### src/frt_params.svh
// Constants of the free running timer: offsets, fields, reset values.
// Assumes a byte-wide register port; included by frt_pkg and modules.
`ifndef FRT_PARAMS_SVH
`define FRT_PARAMS_SVH
`define FRT_ADDR_W        4
`define FRT_OFF_CNT_HI    4'h0
`define FRT_OFF_CNT_LO    4'h1
`define FRT_OFF_ALT_HI    4'h2
`define FRT_OFF_ALT_LO    4'h3
`define FRT_OFF_STATUS    4'h4
`define FRT_OFF_CTRL_ONE  4'h5
`define FRT_OFF_CTRL_TWO  4'h6
`define FRT_OFF_IRQ_MASK  4'h7
`define FRT_CNT_RESET     16'hfffc
`define FRT_CNT_MAX       16'hffff
`define FRT_BIT_OVF       0
`define FRT_BIT_OVF_IE    5
`define FRT_BIT_EDGE      1
`define FRT_SYNC_GAP      3'h4
`endif

### src/frt_pkg.sv
// Types of the free running timer.
// Assumes frt_params.svh is visible on the include path.
`include "frt_params.svh"
package frt_pkg;
  typedef enum logic [1:0] {
    FRT_DIV2, FRT_DIV4, FRT_DIV8, FRT_EXT
  } frt_clk_sel_t;
  typedef struct packed {
    logic                     wr;
    logic                     rd;
    logic [`FRT_ADDR_W-1:0]   addr;
    logic [7:0]               wdata;
  } frt_bus_req_t;
  typedef enum logic {FRT_RD_IDLE, FRT_RD_HELD} frt_rd_state_t;
endpackage

### src/frt_prescaler.sv
// Timer tick source: divide by 2/4/8 or synchronised external edge.
// Assumes ext_clk_pin is asynchronous to clk; one tick per active edge.
`timescale 1ns/1ps
`include "frt_params.svh"
module frt_prescaler (
  input  wire logic                clk,
  input  wire logic                reset,
  input  wire logic                run,
  input  wire frt_pkg::frt_clk_sel_t sel,
  input  wire logic                edge_rise,
  input  wire logic                ext_clk_pin,
  output logic                     tick
);
  logic [2:0] div;
  logic       sync1;
  logic       sync2;
  logic       sync3;
  logic       ext_edge;
  logic       int_tick;

  always_ff @(posedge clk) begin
    if (reset) begin
      div <= 3'h0;
    end else if (run) begin
      div <= div + 3'h1;
    end
  end

  // Two-stage synchroniser, third stage only for edge detection
  always_ff @(posedge clk) begin
    if (reset) begin
      sync1 <= 1'b1;
      sync2 <= 1'b1;
      sync3 <= 1'b1;
    end else begin
      sync1 <= ext_clk_pin;
      sync2 <= sync1;
      sync3 <= sync2;
    end
  end

  // Edge taken on the chosen transition only
  assign ext_edge = edge_rise ? (sync2 & ~sync3) : (~sync2 & sync3);

  always_comb begin
    unique case (sel)
      frt_pkg::FRT_DIV2: int_tick = div[0];
      frt_pkg::FRT_DIV4: int_tick = div[1:0] == 2'h3;
      frt_pkg::FRT_DIV8: int_tick = div == 3'h7;
      frt_pkg::FRT_EXT:  int_tick = 1'b0;
    endcase
  end

  // Prescaler or pin, never both
  assign tick = run & ((sel == frt_pkg::FRT_EXT) ? ext_edge : int_tick);
endmodule

### src/frt_read_latch.sv
// Low-byte buffer of the two-byte counter read sequence.
// Assumes one-cycle read strobes decoded by the timer top.
`timescale 1ns/1ps
module frt_read_latch (
  input  wire logic       clk,
  input  wire logic       reset,
  input  wire logic       hi_read,
  input  wire logic       lo_read,
  input  wire logic [7:0] live_lo,
  output logic [7:0]      lo_value,
  output logic            held
);
  frt_pkg::frt_rd_state_t state;
  logic [7:0]             lo_buf;

  // Repeated high reads keep the first buffered byte
  always_ff @(posedge clk) begin
    if (reset) begin
      state  <= frt_pkg::FRT_RD_IDLE;
      lo_buf <= 8'h00;
    end else begin
      unique case (state)
        frt_pkg::FRT_RD_IDLE: if (hi_read) begin
          state  <= frt_pkg::FRT_RD_HELD;
          lo_buf <= live_lo;
        end
        frt_pkg::FRT_RD_HELD: if (lo_read) begin
          state <= frt_pkg::FRT_RD_IDLE;
        end
      endcase
    end
  end

  assign held = state == frt_pkg::FRT_RD_HELD;
  // Live byte outside a sequence
  assign lo_value = held ? lo_buf : live_lo;
endmodule

### src/frt_timer.sv
// Free running 16-bit timer core with byte-wide register port.
// Assumes a one-clock CPU bus master; halt and cpu_irq_mask from the core.
//
// The address map and strobed register access are this design's own decisions.
`timescale 1ns/1ps
`include "frt_params.svh"
module frt_timer #(
  parameter bit EXT_PIN_BONDED = 1'b1
) (
  input  wire logic                      clk,
  input  wire logic                      reset,
  input  wire logic [`FRT_ADDR_W-1:0]    addr,
  input  wire logic [7:0]                wdata,
  input  wire logic                      wr,
  input  wire logic                      rd,
  output logic [7:0]                     rdata,
  input  wire logic                      ext_clk_pin,
  input  wire logic                      halt,
  input  wire logic                      cpu_irq_mask,
  output logic                           irq
);
  frt_pkg::frt_bus_req_t req;
  logic [15:0]           count;
  logic [1:0]            clock_select_field;
  logic                  external_edge_select;
  logic                  overflow_irq_enable;
  logic                  overflow_flag;
  logic                  clr_armed;
  logic                  irq_mask;
  logic                  tick;
  logic                  pin_in;
  logic                  wrap;
  logic                  hi_read;
  logic                  lo_read;
  logic                  lo_write;
  logic                  prim_lo_acc;
  logic                  stat_read;
  logic [7:0]            lo_value;
  logic                  seq_held;
  logic [7:0]            next_rdata;

  assign req = '{wr: wr, rd: rd, addr: addr, wdata: wdata};

  // Missing pin is read as high
  assign pin_in = EXT_PIN_BONDED ? ext_clk_pin : 1'b1;

  assign hi_read = req.rd & (req.addr == `FRT_OFF_CNT_HI
                           || req.addr == `FRT_OFF_ALT_HI);
  assign lo_read = req.rd & (req.addr == `FRT_OFF_CNT_LO
                           || req.addr == `FRT_OFF_ALT_LO);
  assign lo_write = req.wr & (req.addr == `FRT_OFF_CNT_LO
                            || req.addr == `FRT_OFF_ALT_LO);
  // Only the primary low byte counts toward the flag clear
  assign prim_lo_acc = (req.rd | req.wr) & req.addr == `FRT_OFF_CNT_LO;
  assign stat_read = req.rd & req.addr == `FRT_OFF_STATUS;

  // Wait does not stop the prescaler; only halt does
  frt_prescaler u_presc (
    .clk         (clk),
    .reset       (reset),
    .run         (~halt),
    .sel         (frt_pkg::frt_clk_sel_t'(clock_select_field)),
    .edge_rise   (external_edge_select),
    .ext_clk_pin (pin_in),
    .tick        (tick)
  );

  frt_read_latch u_latch (
    .clk      (clk),
    .reset    (reset),
    .hi_read  (hi_read),
    .lo_read  (lo_read),
    .live_lo  (count[7:0]),
    .lo_value (lo_value),
    .held     (seq_held)
  );

  assign wrap = tick & (count == `FRT_CNT_MAX);

  // Only FFFC is ever loaded
  always_ff @(posedge clk) begin
    if (reset) begin
      count <= `FRT_CNT_RESET;
    end else if (lo_write) begin
      count <= `FRT_CNT_RESET;
    end else if (tick) begin
      count <= count + 16'h0001;
    end
  end

  // Control bits written by software
  always_ff @(posedge clk) begin
    if (reset) begin
      clock_select_field   <= 2'h0;
      external_edge_select <= 1'b0;
      overflow_irq_enable  <= 1'b0;
      irq_mask             <= 1'b1;
    end else if (req.wr) begin
      if (req.addr == `FRT_OFF_CTRL_TWO) begin
        clock_select_field   <= req.wdata[3:2];
        external_edge_select <= req.wdata[`FRT_BIT_EDGE];
      end
      if (req.addr == `FRT_OFF_CTRL_ONE) begin
        overflow_irq_enable <= req.wdata[`FRT_BIT_OVF_IE];
      end
      if (req.addr == `FRT_OFF_IRQ_MASK) begin
        irq_mask <= req.wdata[`FRT_BIT_OVF];
      end
    end
  end

  // Two-step clear; a wrap in the clearing cycle wins
  always_ff @(posedge clk) begin
    if (reset) begin
      overflow_flag <= 1'b0;
      clr_armed     <= 1'b0;
    end else begin
      if (wrap) begin
        overflow_flag <= 1'b1;
      end else if (clr_armed & prim_lo_acc) begin
        overflow_flag <= 1'b0;
      end
      if (stat_read & overflow_flag) begin
        clr_armed <= 1'b1;
      end else if (prim_lo_acc | ~overflow_flag) begin
        clr_armed <= 1'b0;
      end
    end
  end

  // Pending until enable, irq_mask and CPU mask allow it
  assign irq = overflow_flag & overflow_irq_enable & ~cpu_irq_mask
             & irq_mask;

  // Both views show the same count
  always_comb begin
    next_rdata = 8'h00;
    unique case (req.addr)
      `FRT_OFF_CNT_HI, `FRT_OFF_ALT_HI: next_rdata = count[15:8];
      `FRT_OFF_CNT_LO, `FRT_OFF_ALT_LO: next_rdata = lo_value;
      `FRT_OFF_STATUS:   next_rdata = {7'h00, overflow_flag};
      `FRT_OFF_CTRL_ONE: next_rdata = {2'h0, overflow_irq_enable, 5'h00};
      `FRT_OFF_CTRL_TWO: next_rdata = {4'h0, clock_select_field,
                                       external_edge_select, 1'b0};
      `FRT_OFF_IRQ_MASK: next_rdata = {7'h00, irq_mask};
      default:           next_rdata = 8'h00;
    endcase
  end

  always_ff @(posedge clk) begin
    if (reset) begin
      rdata <= 8'h00;
    end else begin
      rdata <= req.rd ? next_rdata : 8'h00;
    end
  end
endmodule

### config.mk
export PLATFORM = sky130hd
export DESIGN_NAME = frt_timer
export DESIGN_NICKNAME = d
export VERILOG_FILES = /design/src/frt_pkg.sv /design/src/frt_prescaler.sv /design/src/frt_read_latch.sv /design/src/frt_timer.sv
export VERILOG_INCLUDE_DIRS = /design/src
export SDC_FILE = /design/constraint.sdc
export NUM_CORES = 1
export LEC_CHECK = 0
export BUFFER_PORTS_ARGS = -buffer_cell sky130_fd_sc_hd__buf_2
export CORE_MARGIN = 2
export CORE_UTILIZATION = 48
export DETAILED_ROUTE_END_ITERATION = 10
export PLACE_DENSITY = 0.68
export SLEW_MARGIN = 20
export SYNTH_ARGS = -nofsm -noshare
export SYNTH_HDL_FRONTEND = slang
export SYNTH_HIERARCHICAL = 1
export SYNTH_SLANG_ARGS = --single-unit
### constraint.sdc
create_clock -name clk -period 2.9 [get_ports clk]
set_clock_uncertainty 0.15 [all_clocks]
set_input_delay 0.145 -clock clk [delete_from_list [all_inputs] [get_ports clk]]
set_output_delay 0.145 -clock clk [all_outputs]
set_load 0.03 [all_outputs]
Word-level counts from Yosys, hierarchy flattened:

Index checks and enable logic that the tools add are counted.

* $add $sub $neg: 2
* equality and inequality tests: 13
* muxes and demuxes: 12
* bitwise gates (word level): 23
* reductions and logical operators: 14

Operator list (number)
* 8-bit one-hot mux with 6 select lines: 1
* 16-bit by 1-bit adder with 16-bit output, second input constant: 1
* 16-bit equality test, second input constant: 1
* 4-bit by 3-bit equality test with 1-bit output, second input constant: 4
* 1-bit bitwise AND: 14
* 4-bit by 2-bit equality test with 1-bit output, second input constant: 2
* 1-bit 2-to-1 mux: 8
* 8-bit 2-to-1 mux: 1
* 2-bit AND reduction: 4
* 2-bit OR reduction: 4
* 1-bit NOT: 7
* 2-bit equality test, second input constant: 3
* 4-bit by 1-bit equality test with 1-bit output, second input constant: 1
* 4-bit logical NOT: 1
* 2-bit nonzero test: 2
* 3-bit by 1-bit adder with 3-bit output, second input constant: 1
* 3-bit equality test, second input constant: 1
* 1-bit one-hot mux with 3 select lines: 1
* 2-bit by 1-bit equality test with 1-bit output, second input constant: 1
* 2-bit logical NOT: 1
* 1-bit logical OR: 2
* 1-bit bitwise OR: 2
* 1-bit one-hot mux with 2 select lines: 1

* register bits after elaboration: 46
* input bits: 19
* output and inout bits: 9
* word-level logic and storage cells: 78

Logic depth before layout (Yosys ltp):

* word-level depth: 7
* depth in mapped cells: 10
* gate-level depth less buffers: 9

Cells and area by module:

Netlist, hierarchy kept.

By module, submodules not included
* frt_timer: instances 1, cells each 165, area an instance 1421.4 um2
* frt_read_latch: instances 1, cells each 47, area an instance 538.0 um2
* frt_prescaler: instances 1, cells each 29, area an instance 304.0 um2

Worst setup path after synthesis:

Ideal clock, no wire load.

* path type: flip-flop to flip-flop
* start: register clock_select_field[0]
* end: register count[15]
* library setup time: 120 ps
* arrival time: 2127 ps
* data required time: 2630 ps
* setup slack: 502 ps
* stages on the path, launching flop included: 11
* path buffers: 1
* clock period less this slack: 2398 ps
* path through: dfxtp_1 > inv_1 > ha_1 > nor2b_1 > nor4b_1 > a31o_1 > and4_1 > clkbuf_1 > and3_1 > and4_1 > nor2_1

* longest elaborated chain between the ends: 4
* elaborated cells between the ends (all ways): 7

RTL lines
* start, declared: line frt_timer.sv:24 `logic [1:0] clock_select_field;`
* start signal, assigned: line frt_timer.sv:100 `clock_select_field <= req.wdata[3:2];`
* 2-bit equality test (tied with other cells): line frt_prescaler.sv:46 `unique case (sel)`
* 1-bit one-hot mux with 3 select lines: line frt_prescaler.sv:46
* 1-bit 2-to-1 mux (*): line frt_prescaler.sv:55 `assign tick = run & ((sel == frt_pkg::FRT_EXT) ? ext_edge : int_tick);`
* 1-bit bitwise AND (*): line frt_prescaler.sv:55
* via tick: line frt_timer.sv:30 `logic tick;`
* end signal, assigned: line frt_timer.sv:83 `` count <= `FRT_CNT_RESET; ``
* end signal, assigned: line frt_timer.sv:85 `` count <= `FRT_CNT_RESET; ``
* end signal, assigned: line frt_timer.sv:87 `count <= count + 16'h0001;`
* end, declared: line frt_timer.sv:23 `logic [15:0] count;`

The timed path passes the listed nets; every way through them passes the cells marked *.
A chain may end at the register's enable or synchronous reset.

Final worst setup path:

* start: register clock_select_field[0]
* end: register count[14]

Same word-level chain as after synthesis.

==> metrics.yaml <==
crit_type: "reg2reg"
cts_setup_buffers: 0
cp_slowest_cell: "dfxtp_1"
grt_pass1_wl_mm: 7.590
power_density_nw_per_um2: 512.9
die_y_um: 72.67
grt_usage_pct: 18.44
vdd_drop_max_v: 0.0003524
leakage_nw: 1.063
grt_overflow: 0
ant_nets: 0
min_path_type: "in2reg"
netlist_top_cells_area: "dfxtp_1, mux2_4, nand4bb_1"
yosysUniqueCellTypes: 47
slowest_delay_ns: 0.42
design_power_total_w: 0.001339
wl_per_cell_um: 13.97
synth_seq_cells: 46
yosysTopAreaCellShare_pct: 40.69
netlist_instances: 241
yosys.area.top_type: "dfxtp_1"
cp-end-kind: "flop"
async_flop_share_pct: 0
synth_enable_flop_cells: 0
seqPwrFrac_pct: 48.8
syn_area_per_cell_sq_um: 9.392
path_buf_inv: 1
cp.required_ns: 2.95
place.gp.congestion: 0.8115
tightest_slew_ns: 0.5186
synth_flop_cell: "dfxtp_1"
drive_above_1_share_pct: 20.30
maxSlewViolCount: 0
antenna_found_initial: 0
setup_tns_ns: 0
cts_made_buffers: 5
cts_tree: "done"
crit_family: "simple AND/OR/NAND/NOR gates"
p_int_w: 0.001064
wl_mm: 4.513
start_util_pct: 50.93
cts_buffer_depth: 2
critPathMaxFanout: 7
viasPerCell: 5.545
path_cells: "inv_1 -> ha_1 -> nor2b_1 -> nor4b_1 -> a31o_1 -> nand4_1 -> nor4_2 -> xnor2_1 -> nand2_1"
rsz0062_at_grt: "false"
cts_sinks: 46
switching_share_pct: 20.53
pwr-share-comb_pct: 8.0
port_buffers: 24
syn-num-nets: 266
grt_start_max_net_pins: 34
syn_area_sq_um: 2263
dieArea_sq_um: 5281
vias: 1791
post-route-drc-count: 0
grt_pass1_vias: 1622
place_inst: 308
yosys_warnings: 6
initialDrtViolationCount: 115
die_w_um: 72.67
critPathLaunchType: "flop"
relSlewSlack_pct: 65.30
final_min_period_over_clock_period_pct: 89.56
antennaDiodeCount: 0
synth_seq_area_share_pct: 40.69
area_growth_pct: 15.37
rows: 24
power.share.clock_pct: 43.2
clkLatencyLatePin_ns: 0.30
hold_violations: 0
synth_most_common_cell: "dfxtp_1"
drv_cap: 0
htree_levels: 2
core_area_sq_um: 4444
post-dp-hpwl_mm: 3.059
cts_root_buf: "clkbuf_8"
arrival_ns: 2.64
fin_nets: 295
ios: 28
fmax_ghz: 0.3850
min_period_ns: 2.597
stdcell_count: 323
p_sw_w: 0.0002750
path_clk_slew_ns: 0.09
dr.pass1.iters: 4
synthTopCellsByCount: "dfxtp_1, nand2_1, nor2_1"
outcome: "finished, final reports clean"
setup_viol: 0
==> path summary, 6_finish.rpt <==
kind | startpoint | end | slack [ns] | cells after the start
max | clock_select_field[0] | count[14] | 0.30 | 9
min | wr | clock_select_field[0] | 0.03 | 3
max reg2reg | clock_select_field[0] | count[14] | 0.30 | 9
min reg2reg | u_presc/sync1 | u_presc/sync2 | 0.26 | 1
==> power groups by stage <==
stage / combinational, W / sequential, W / clock [W]
2_1_floorplan: 0.0000737 / 0.000669 / 0
3_3_place_gp: 0.0000985 / 0.000668 / 0
3_5_place_dp: 0.0000997 / 0.000668 / 0
4_1_cts: 0.000108 / 0.000654 / 0.000590
5_1_grt: 0.000118 / 0.000656 / 0.000617
6_report: 0.000107 / 0.000654 / 0.000579
==> cells by family after synthesis <==
kind of cell	after synthesis	share of synthesized area, %
xor gates and xnor gates	12	4.643
muxes	19	10.34
AOI/OAI and AO/OA	34	9.785
buffers and inverters	20	4.975
adders and majority gates	6	3.317
DFF	46	40.69
and+or+nand+nor	104	26.26
==> through the flow <==
| step | area, sq um | setup slack [ns] | util, % | hold slack (ns) |
|---|---|---|---|---|
| 6_report | 2611 | 0.3028 | 58.76 | 0.03433 |
| 5_1_grt | 2611 | 0.05213 | 58.76 | 0.04678 |
| 4_1_cts | 2605 | 0.1884 | 58.61 | 0.02487 |
| 3_5_place_dp | 2392 | 0.2927 | 53.83 | 0.1794 |
| 3_3_place_gp | 2392 | 0.3674 | 53.83 | 0.1779 |
| 2_1_floorplan | 2263 | 0.5025 | - | 0.06738 |
==> tightest hold or removal path: cells and delay by family <==
kind	cells	cell delay, ns
compound gates	1	0.05
buf+inv	1	0.15
simple gates	1	0.09
==> layer usage <==
layer	part of all wire [%]	GRT usage, %	vias up
met5	0	0	-
met4	1.2	5.144	0
met3	3.6	5.110	6
met2	46	30.10	31
met1	49	23.94	843
li1	-	-	911
==> cells in the final DEF (no fill, tap or decap), drive strengths merged, types with 6 or more instances in the layout <==
cell type / Yosys / routed
dfxtp: 46 / 46
buf: 7 / 28
nand2: 23 / 23
nor2: 21 / 21
o21ai: 11 / 11
mux2: 11 / 11
nand2b: 10 / 10
nand3: 8 / 8
mux2i: 8 / 8
nand4bb: 8 / 8
inv: 7 / 7
xnor2: 7 / 7
dlygate4sd3: 0 / 7
nand4: 6 / 6
a21oi: 6 / 6
ha: 6 / 6
clkbuf: 6 / 6
==> repair_timing <==
item / CTS / global route
endpoints found under the setup margin: 0 / 1
hold endpoints to repair: 7 / 0
resized for setup: 0 / 1
hold buffers: 7 / 0
==> state kept, by name (all words and copies together) (netlist names) <==
register,cells
irq_mask,1
u_presc/sync1,1
clr_armed,1
overflow_irq_enable,1
u_latch/lo_buf,8
count,16
u_presc/div,3
u_presc/sync2,1
rdata,8
clock_select_field,2
u_latch/held,1
external_edge_select,1
u_presc/sync3,1
overflow_flag,1
==> layout make-up <==
cell class / count / area [sq um]
Tap cell: 52 / 65.06
Clock buffer: 6 / 82.58
Fill cell: 380 / 1833
Multi-Input combinational cell: 175 / 1236
Timing Repair Buffer: 35 / 220.2
Sequential cell: 46 / 920.9
Clock inverter: 2 / 60.06
Inverter: 7 / 26.28
(Power assumes the default switching activity.)
